### src/include/uimc_pkg.sv
// Package for the interrupt mask set/clear port block.
// Assumes a single 40 MHz controller clock and word-wide register access.
package uimc_pkg;
	// ****************************************************************
	// Register map and field layout
	// ****************************************************************
	localparam logic [7:0] OFS_MASK_SET = 8'h10;
	localparam logic [7:0] OFS_MASK_CLEAR = 8'h14;
	localparam logic [7:0] OFS_EVENT_FLAGS = 8'h0C;
	localparam logic [7:0] OFS_BASE_CFG = 8'h10;
	localparam int DATA_W = 32;
	localparam int BIT_MASTER_GATE = 31;
	localparam int BIT_OWNERSHIP = 30;
	localparam int BIT_ROOT_HUB = 6;
	localparam int BIT_FRAME_OVF = 5;
	localparam int BIT_UNRECOV = 4;
	localparam int BIT_RESUME = 3;
	localparam int BIT_SOF = 2;
	localparam int BIT_DONE_WB = 1;
	localparam int BIT_SCHED_OVR = 0;
	localparam logic [31:0] MASK_DEFINED = 32'hC000007F;
	localparam logic [31:0] MASK_EVENTS = 32'h4000007F;
	localparam logic [31:0] MASK_RESET = 32'h00000000;
	localparam int EVT_N = 8;
	// Event positions in register bit order, index 0..7
	localparam int EVT_POS [EVT_N] = '{BIT_SCHED_OVR, BIT_DONE_WB, BIT_SOF, BIT_RESUME,
		BIT_UNRECOV, BIT_FRAME_OVF, BIT_ROOT_HUB, BIT_OWNERSHIP};

	// Register access kind decoded from an offset
	typedef enum {ACC_NONE, ACC_SET, ACC_CLEAR} uimc_acc_t;

	// Decode an offset into the kind of mask access
	function automatic uimc_acc_t uimc_decode(input logic [7:0] ofs);
		uimc_acc_t kind;
		kind = ACC_NONE;
		if (ofs == OFS_MASK_SET) begin
			kind = ACC_SET;
		end else if (ofs == OFS_MASK_CLEAR) begin
			kind = ACC_CLEAR;
		end
		return kind;
	endfunction : uimc_decode
endpackage : uimc_pkg

### src/include/uimc_mask_if.sv
// Interface carrying mask update requests and mask state between modules.
// Assumes both ends run on the controller clock.
`timescale 1ns/100ps
interface uimc_mask_if;
	logic set_we;
	logic clr_we;
	logic [31:0] wdata;
	logic soft_rst;
	logic [31:0] mask;
	// Requester drives writes, store returns mask
	modport req (output set_we, output clr_we, output wdata, output soft_rst, input mask);
	modport store (input set_we, input clr_we, input wdata, input soft_rst, output mask);
endinterface : uimc_mask_if

### src/hdl/uimc_irq_mask_port.sv
// Interrupt mask set/clear ports with master gate and interrupt request.
// Assumes a synchronous word-wide register port driven by the bus slave.
//
// Notes on behaviour
// RULE_01: Writing one to a defined bit of the clear port clears that mask bit.
// RULE_02: Writing zero to a bit of the clear port leaves that mask bit unchanged.
// RULE_03: Reading the clear port returns the live mask contents.
// RULE_04: A one at bit 31 clears the master gate and a zero there is ignored.
// RULE_05: Hardware or software reset leaves the master gate and mask cleared.
// RULE_06: Each per-event bit gates only its own event source at its fixed position.
// RULE_07: The clear port is a 32-bit register at offset 14H of the operational base.
// RULE_08: Reserved bits 29 to 7 ignore writes and read as zero.
// RULE_09: Interrupt requested only when an event flag, its mask bit and the gate are set.
// RULE_10: The set port sets mask bits on ones and ignores zeros.
`timescale 1ns/100ps
module uimc_irq_mask_port (
	input wire logic I_CLK_SYS,
	input wire logic I_RST_N,
	input wire logic I_CE,
	input wire logic I_SOFT_RST,
	input wire logic I_REG_WR,
	input wire logic I_REG_RD,
	input wire logic [7:0] I_REG_ADDR,
	input wire logic [uimc_pkg::DATA_W-1:0] I_REG_WDATA,
	input wire logic [uimc_pkg::DATA_W-1:0] I_EVENT_FLAGS,
	output logic [uimc_pkg::DATA_W-1:0] O_REG_RDATA,
	output logic O_REG_HIT,
	output logic [uimc_pkg::DATA_W-1:0] O_MASK,
	output logic O_IRQ
);
	import uimc_pkg::*;

	uimc_mask_if mif ();
	uimc_acc_t acc;
	logic [31:0] rdata;
	logic [31:0] next_rdata;
	logic irq;
	logic next_irq;
	logic [EVT_N-1:0] evt_hit;

	// ****************************************************************
	// Write decode
	// ****************************************************************
	// Same offset decode serves both reads and writes
	assign acc = uimc_decode(I_REG_ADDR); // RULE_07
	assign mif.set_we = I_REG_WR && (acc == ACC_SET); // RULE_10
	assign mif.clr_we = I_REG_WR && (acc == ACC_CLEAR); // RULE_01
	assign mif.wdata = I_REG_WDATA;
	assign mif.soft_rst = I_SOFT_RST; // RULE_05
	assign O_REG_HIT = (acc != ACC_NONE);

	uimc_mask_store u_store (
		.i_clk(I_CLK_SYS),
		.i_rst_n(I_RST_N),
		.i_ce(I_CE),
		.m(mif)
	);

	// ****************************************************************
	// Event gating
	// ****************************************************************
	// One AND per event so each bit gates only its own source
	genvar g;
	generate
		for (g = 0; g < EVT_N; g++) begin : g_evt
			assign evt_hit[g] = I_EVENT_FLAGS[EVT_POS[g]] && mif.mask[EVT_POS[g]]; // RULE_06
		end
	endgenerate

	// Read data and request, computed from the live mask
	always_comb begin
		next_rdata = 32'h00000000;
		if (I_REG_RD && (acc != ACC_NONE)) begin
			next_rdata = mif.mask & MASK_DEFINED; // RULE_03 RULE_08
		end
		next_irq = mif.mask[BIT_MASTER_GATE] && (|evt_hit); // RULE_09
	end

	// Registered outputs; unmapped reads answer zero
	always_ff @(posedge I_CLK_SYS or negedge I_RST_N) begin
		if (!I_RST_N) begin
			rdata <= 32'h00000000;
			irq <= 1'b0;
		end else if (I_CE) begin
			rdata <= next_rdata;
			irq <= next_irq;
		end
	end

	assign O_REG_RDATA = rdata;
	assign O_IRQ = irq;
	assign O_MASK = mif.mask;

	// ****************************************************************
	// Checks
	// ****************************************************************
	AST_READ_MIRROR: assert property (@(posedge I_CLK_SYS) disable iff (!I_RST_N)
		(I_CE && I_REG_RD && acc == ACC_CLEAR && !I_REG_WR && !I_SOFT_RST)
		|=> (O_REG_RDATA == O_MASK)) else $error("read not mask"); // RULE_03
	AST_ZERO_KEEPS: assert property (@(posedge I_CLK_SYS) disable iff (!I_RST_N)
		(I_CE && mif.clr_we && !I_SOFT_RST)
		|=> ((O_MASK & ~$past(I_REG_WDATA)) == ($past(O_MASK) & ~$past(I_REG_WDATA))))
		else $error("zero write changed mask"); // RULE_02
	AST_GATE_CLR: assert property (@(posedge I_CLK_SYS) disable iff (!I_RST_N)
		(I_CE && mif.clr_we && I_REG_WDATA[BIT_MASTER_GATE]) |=> !O_MASK[BIT_MASTER_GATE])
		else $error("gate not cleared"); // RULE_04
	AST_SOFT_RST: assert property (@(posedge I_CLK_SYS) disable iff (!I_RST_N)
		(I_CE && I_SOFT_RST) |=> (O_MASK == 32'h00000000) ##1 !O_IRQ)
		else $error("soft reset left mask"); // RULE_05
	AST_SET_PORT: assert property (@(posedge I_CLK_SYS) disable iff (!I_RST_N)
		(I_CE && mif.set_we && !mif.clr_we && !I_SOFT_RST)
		|=> ((O_MASK & $past(I_REG_WDATA) & MASK_DEFINED) == ($past(I_REG_WDATA) & MASK_DEFINED)))
		else $error("set port failed"); // RULE_10
	AST_IRQ_CAUSE: assert property (@(posedge I_CLK_SYS) disable iff (!I_RST_N)
		$past(I_CE) && O_IRQ |-> $past(O_MASK[BIT_MASTER_GATE])
		&& ($past(I_EVENT_FLAGS & O_MASK & MASK_EVENTS) != 32'h00000000))
		else $error("irq without cause"); // RULE_09 RULE_06
	AST_UNMAPPED: assert property (@(posedge I_CLK_SYS) disable iff (!I_RST_N)
		(I_CE && acc == ACC_NONE) |=> (O_REG_RDATA == 32'h00000000))
		else $error("unmapped read nonzero"); // RULE_07
	AST_RSVD_READ: assert property (@(posedge I_CLK_SYS) disable iff (!I_RST_N)
		(O_REG_RDATA & ~MASK_DEFINED) == 32'h00000000) else $error("reserved read nonzero"); // RULE_08

	// ****************************************************************
	// Request, hold and decode checks
	// ****************************************************************
	// A live cause with the gate open must raise the request next cycle
	AST_IRQ_WHEN_CAUSE: assert property (@(posedge I_CLK_SYS) disable iff (!I_RST_N) // RULE_09
		(I_CE && O_MASK[BIT_MASTER_GATE]
		&& ((I_EVENT_FLAGS & O_MASK & MASK_EVENTS) != 32'h00000000)) |=> O_IRQ)
		else $error("cause without irq");

	// Closed gate silences every source
	AST_NO_GATE_NO_IRQ: assert property (@(posedge I_CLK_SYS) disable iff (!I_RST_N) // RULE_09
		(I_CE && !O_MASK[BIT_MASTER_GATE]) |=> !O_IRQ)
		else $error("irq with gate closed");

	// Frozen enable keeps the mask; a dropped write must not leak through
	AST_CE_FREEZE_MASK: assert property (@(posedge I_CLK_SYS) disable iff (!I_RST_N) // RULE_02
		!I_CE |=> $stable(O_MASK))
		else $error("mask moved while frozen");

	// Frozen enable keeps the request
	AST_CE_FREEZE_IRQ: assert property (@(posedge I_CLK_SYS) disable iff (!I_RST_N) // RULE_09
		!I_CE |=> $stable(O_IRQ))
		else $error("irq moved while frozen");

	// Frozen enable keeps the read data
	AST_CE_FREEZE_RDATA: assert property (@(posedge I_CLK_SYS) disable iff (!I_RST_N) // RULE_03
		!I_CE |=> $stable(O_REG_RDATA))
		else $error("read data moved while frozen");

	// Hit flag follows the two mapped offsets only
	AST_HIT_DECODE: assert property (@(posedge I_CLK_SYS) disable iff (!I_RST_N) // RULE_07
		O_REG_HIT == ((I_REG_ADDR == OFS_MASK_SET) || (I_REG_ADDR == OFS_MASK_CLEAR)))
		else $error("hit decode wrong");

	// Writes to unmapped offsets are dropped
	AST_UNMAPPED_WRITE: assert property (@(posedge I_CLK_SYS) disable iff (!I_RST_N) // RULE_07
		(I_CE && I_REG_WR && (acc == ACC_NONE) && !I_SOFT_RST) |=> $stable(O_MASK))
		else $error("unmapped write changed mask");

	// Without a write or reset the mask holds
	AST_NO_WRITE_HOLD: assert property (@(posedge I_CLK_SYS) disable iff (!I_RST_N) // RULE_02
		(I_CE && !I_REG_WR && !I_SOFT_RST) |=> $stable(O_MASK))
		else $error("mask changed without write");

	// A zero at the gate position of the clear port leaves the gate alone
	AST_GATE_ZERO_KEEPS: assert property (@(posedge I_CLK_SYS) disable iff (!I_RST_N) // RULE_04
		(I_CE && mif.clr_we && !I_REG_WDATA[BIT_MASTER_GATE] && !I_SOFT_RST)
		|=> (O_MASK[BIT_MASTER_GATE] == $past(O_MASK[BIT_MASTER_GATE])))
		else $error("gate changed on zero");

	// The set port reads back the same live mask
	AST_SET_READ_MIRROR: assert property (@(posedge I_CLK_SYS) disable iff (!I_RST_N) // RULE_03
		(I_CE && I_REG_RD && (acc == ACC_SET) && !I_REG_WR && !I_SOFT_RST)
		|=> (O_REG_RDATA == O_MASK))
		else $error("set port read not mask");

	// Read data clears on the next enabled cycle without a read, so stale words linger only while the enable is frozen
	AST_RDATA_IDLE: assert property (@(posedge I_CLK_SYS) disable iff (!I_RST_N) // RULE_03
		(I_CE && !I_REG_RD) |=> (O_REG_RDATA == 32'h00000000))
		else $error("read data without read");

	// Software reset in an enabled cycle shuts the gate whatever writes happen that cycle
	AST_SOFT_GATE: assert property (@(posedge I_CLK_SYS) disable iff (!I_RST_N) // RULE_05
		(I_CE && I_SOFT_RST) |=> !O_MASK[BIT_MASTER_GATE])
		else $error("gate open after soft reset");

	// ****************************************************************
	// Per-event checks
	// ****************************************************************
	// One pair per source: its own mask bit, with the gate, decides its request
	generate
		for (g = 0; g < EVT_N; g++) begin : g_evt_chk
			AST_EVT_MASKED: assert property (@(posedge I_CLK_SYS) disable iff (!I_RST_N) // RULE_06
				(I_CE && (I_EVENT_FLAGS == (32'h00000001 << EVT_POS[g]))
				&& !O_MASK[EVT_POS[g]]) |=> !O_IRQ)
				else $error("masked source raised irq");
			AST_EVT_FIRES: assert property (@(posedge I_CLK_SYS) disable iff (!I_RST_N) // RULE_06
				(I_CE && O_MASK[BIT_MASTER_GATE] && I_EVENT_FLAGS[EVT_POS[g]]
				&& O_MASK[EVT_POS[g]]) |=> O_IRQ)
				else $error("enabled source gave no irq");
		end
	endgenerate
endmodule : uimc_irq_mask_port

### src/hdl/uimc_mask_store.sv
// Holds the interrupt enable mask updated by set and clear ports.
// Assumes requests are one-cycle strobes qualified by the clock enable.
`timescale 1ns/100ps
module uimc_mask_store (
	input wire logic i_clk,
	input wire logic i_rst_n,
	input wire logic i_ce,
	uimc_mask_if.store m
);
	import uimc_pkg::*;

	logic [31:0] mask;
	logic [31:0] next_mask;

	// ****************************************************************
	// Mask update
	// ****************************************************************
	// Clear wins over set if both hit the same cycle: the safe outcome
	always_comb begin
		next_mask = mask;
		if (m.soft_rst) begin
			next_mask = MASK_RESET; // RULE_05
		end else begin
			if (m.set_we) begin
				next_mask = next_mask | (m.wdata & MASK_DEFINED); // RULE_10
			end
			if (m.clr_we) begin
				next_mask = next_mask & ~(m.wdata & MASK_DEFINED); // RULE_01 RULE_02 RULE_04
			end
		end
	end

	// Register stage
	always_ff @(posedge i_clk or negedge i_rst_n) begin
		if (!i_rst_n) begin
			mask <= MASK_RESET; // RULE_05
		end else if (i_ce) begin
			mask <= next_mask;
		end
	end

	assign m.mask = mask;

	// Reserved bits never become set
	AST_RSVD_ZERO: assert property (@(posedge i_clk) disable iff (!i_rst_n)
		(mask & ~MASK_DEFINED) == 32'h00000000) else $error("reserved mask bit set"); // RULE_08
	// Clear write takes effect next cycle
	AST_CLR_EFFECT: assert property (@(posedge i_clk) disable iff (!i_rst_n)
		(i_ce && m.clr_we) |=> ((mask & $past(m.wdata) & MASK_DEFINED) == 32'h00000000))
		else $error("clear did not clear"); // RULE_01
endmodule : uimc_mask_store

### config.mk
export PLATFORM = sky130hd
export DESIGN_NAME = uimc_irq_mask_port
export DESIGN_NICKNAME = d
export VERILOG_FILES = /design/src/include/uimc_pkg.sv /design/src/include/uimc_mask_if.sv /design/src/hdl/uimc_irq_mask_port.sv /design/src/hdl/uimc_mask_store.sv
export SDC_FILE = /design/constraint.sdc
export NUM_CORES = 1
export LEC_CHECK = 0
export BUFFER_PORTS_ARGS = -buffer_cell sky130_fd_sc_hd__clkbuf_2
export CAP_MARGIN = 20
export CORE_UTILIZATION = 30
export CTS_CLUSTER_SIZE = 28
export DETAILED_ROUTE_END_ITERATION = 10
export MAX_ROUTING_LAYER = met4
export PLACE_DENSITY_LB_ADDON = 0.1
export SLEW_MARGIN = 20
export SYNTH_ARGS = -nofsm -noshare
export SYNTH_HDL_FRONTEND = slang
export SYNTH_SLANG_ARGS = --single-unit
### constraint.sdc
create_clock -name I_CLK_SYS -period 2 [get_ports I_CLK_SYS]
set_clock_uncertainty 0.15 [all_clocks]
set_input_delay 0.1 -clock I_CLK_SYS [delete_from_list [all_inputs] [get_ports I_CLK_SYS]]
set_output_delay 0.1 -clock I_CLK_SYS [all_outputs]
set_load 0.02 [all_outputs]
==> qor.yml <==
gp_congestion: 0.711
setup_violations: 0
hold_path_class: "in -> reg"
hpwl_mm: 2.42
max-clock-path-buffers: 2
cp-start-kind: "input port"
powerDensity_nw_per_um2: 857
clkSlewWorstSetupHoldPaths_ns: 0.07
synth_top_area_share: 0.332
pin_count: 144
synth_fa_ha_area_frac: 0
cts_sinks: 19
startpoint: "I_REG_ADDR[5]"
syn_avg_cell_area_um2: 8.95
synthSimpleGateAreaFrac: 0.187
rsz0062_at_grt: "false"
drc: 7
core_area_um2: 4470
fin_nets: 288
area_growth_pct: 12.3
regToRegSetupSlack_ns: 0.82
holdBufCountCts: 1
synth_area_leaders: "dfrtp_1, buf_4, nor4_2"
route.antenna.remaining_nets: 0
clkPwrFrac: 0.187
yosysUniqueCellTypes: 23
worst-path-max-fanout: 9
cts_made_buffers: 3
finalHoldViolCount: 0
first_global_vias: 996
p_seq_frac: 0.429
vias: 1129
finalCritPeriodShare: 0.691
path_class: "in -> reg"
detail_route.wl_per_cell_um: 11.5
endpoint_kind: "flip-flop"
min_to: "u_store.m.mask[1]"
io_buffers: 50
regToRegEndpoint: "O_IRQ"
fmaxAchievable_mhz: 723
maxCapViolations: 0
grt_max_degree: 29
die_w_um: 71.1
synth_largest_area_cell: "dfrtp_1"
status: "complete, but fails checks"
ir_drop_v: 0.000251
r2r_cells: 3
yosysSeqAreaShare: 0.332
cp.arrival_ns: 1.42
n_antenna_cell: 0
final_cells: 261
clockRootBuffer: "clkbuf_8"
wl_mm: 3.00
grt_use_total: 0.123
synthesis.area_um2: 1430
hold_start: "I_REG_WDATA[1]"
internal_power_mw: 0.822
rows: 24
yosysWarnings: 0
synth_xor_area_frac: 0
antenna_found_initial: 0
clk-insertion-delay-late_ns: 0.25
start_util: 0.320
cts_resized: 0
comb_power_share: 0.385
cts_tree: "done"
synthCells: 160
leakage_nw: 0.813
grt_pass1_wl_mm: 4.70
synth_seq_cells: 19
gr-total-overflow: 0
drv_slew: 0
drive_above_1_share: 0.311
switching_share: 0.404
reg2reg_from: "u_store.m.mask[1]"
synth_compound_area_frac: 0.165
finalSetupTns_ns: 0
die_area_um2: 5060
min_period_ns: 1.38
holdPathStages: 3
dp_cells: 256
synthMuxAreaShare: 0
crit_required_ns: 2.04
drt_first_pass_iters: 10
detail_route.vias_per_cell: 4.33
drt_iter0_markers: 70
cts_setup_buffers: 0
violations: "design-rule violations"
synth_top_family_by_area: "buffers and inverters"
switchingPower_mw: 0.557
die_h_um: 71.1
htreeDepth: 1
worst max-delay path by stage:
stage / end / slack, ns / depth (start not counted)
CTS: u_store.m.mask[2] / 0.59 / 4
detailed placement: u_store.m.mask[2] / 0.33 / 4
global route: u_store.m.mask[0] / 0.50 / 4
global placement: u_store.m.mask[30] / 0.34 / 4
finish: u_store.m.mask[2] / 0.62 / 4
floorplan: u_store.m.mask[30] / 0.64 / 4
metrics by stage:
stage / util / setup slack (ns) / power, mW / hold WS [ns] / area, um2
5_1_grt: 0.360 / 0.499 / 1.47 / 0.120 / 1610
3_5_place_dp: 0.347 / 0.326 / 1.13 / -0.0693 / 1550
6_report: 0.360 / 0.617 / 1.38 / 0.117 / 1610
3_3_place_gp: 0.347 / 0.342 / 1.12 / -0.0689 / 1550
2_1_floorplan: - / 0.640 / 1.00 / -0.346 / 1600
4_1_cts: 0.360 / 0.591 / 1.40 / 0.108 / 1610
cell usage in the layout, fill, tap and decap left out:
master and instances:
or4b_1 2, dfrtp_1 19, nand2_1 9, nor4_2 9, buf_4 2, conb_1 46, clkbuf_2 50, o22ai_1 9
o21ai_1 1, inv_1 19, nor2b_1 9, nand3_1 2, and2_1 1, or3b_1 1, a41o_1 1, clkbuf_8 3
nor3_1 1, o21ai_0 9, a22oi_1 4, clkbuf_1 1, nor4b_2 1, a221o_1 9, dlygate4sd3_1 1
cells in the mapped netlist (all sizes together):
master / instances
nor2b: 9
inv: 19
conb: 1
nor4b: 1
nand2: 9
dfrtp: 19
o22ai: 9
a221o: 9
and2: 1
nor3: 1
o21ai: 10
buf: 49
clkbuf: 4
a22oi: 4
nand3: 2
a41o: 1
nor4: 9
or4b: 2
or3b: 1
cell type report:
class                   count  area (um2)
fillers                   490        2870
repair buffers             53         275
well taps                  52        65.1
clock buffers               4        45.0
flip-flops and latches     19         475
inverters                  19        71.3
multi-input cells         114         677
sequential cells by signal, summed over array words and instances, names as in the netlist:
| register | count |
|---|---|
| O_REG_RDATA | 9 |
| u_store.m.mask | 9 |
| O_IRQ | 1 |
logic make-up (layout without fill, tap and decap cells):
family | after synthesis | count (layout)
and+or+nand+nor | 35 | 35
AOI/OAI and AO/OA | 33 | 33
buffers and inverters | 72 | 76
other | 1 | 46
DFF | 19 | 19
layer usage:
metal,part of all wire,track usage,up-vias
met1,0.48,0.157,524
met2,0.48,0.201,47
met4,0,0.0400,0
met5,0,-,-
li1,-,-,558
met3,0.044,0.0185,0
critical path: stages:
cell and delay, ns:
clkbuf_2 0.09, or4b_1 0.76, nor4_2 0.33, a221o_1 0.14
power by group through the flow:
stage               Clock, mW  Combinational, mW  Sequential (mW)
floorplan                   0              0.335            0.668
global placement            0              0.531            0.593
detailed placement          0              0.533            0.596
CTS                     0.271              0.535            0.589
global route            0.284              0.577            0.612
finish                  0.257              0.530            0.591
Power figures use the tool's default switching activity.
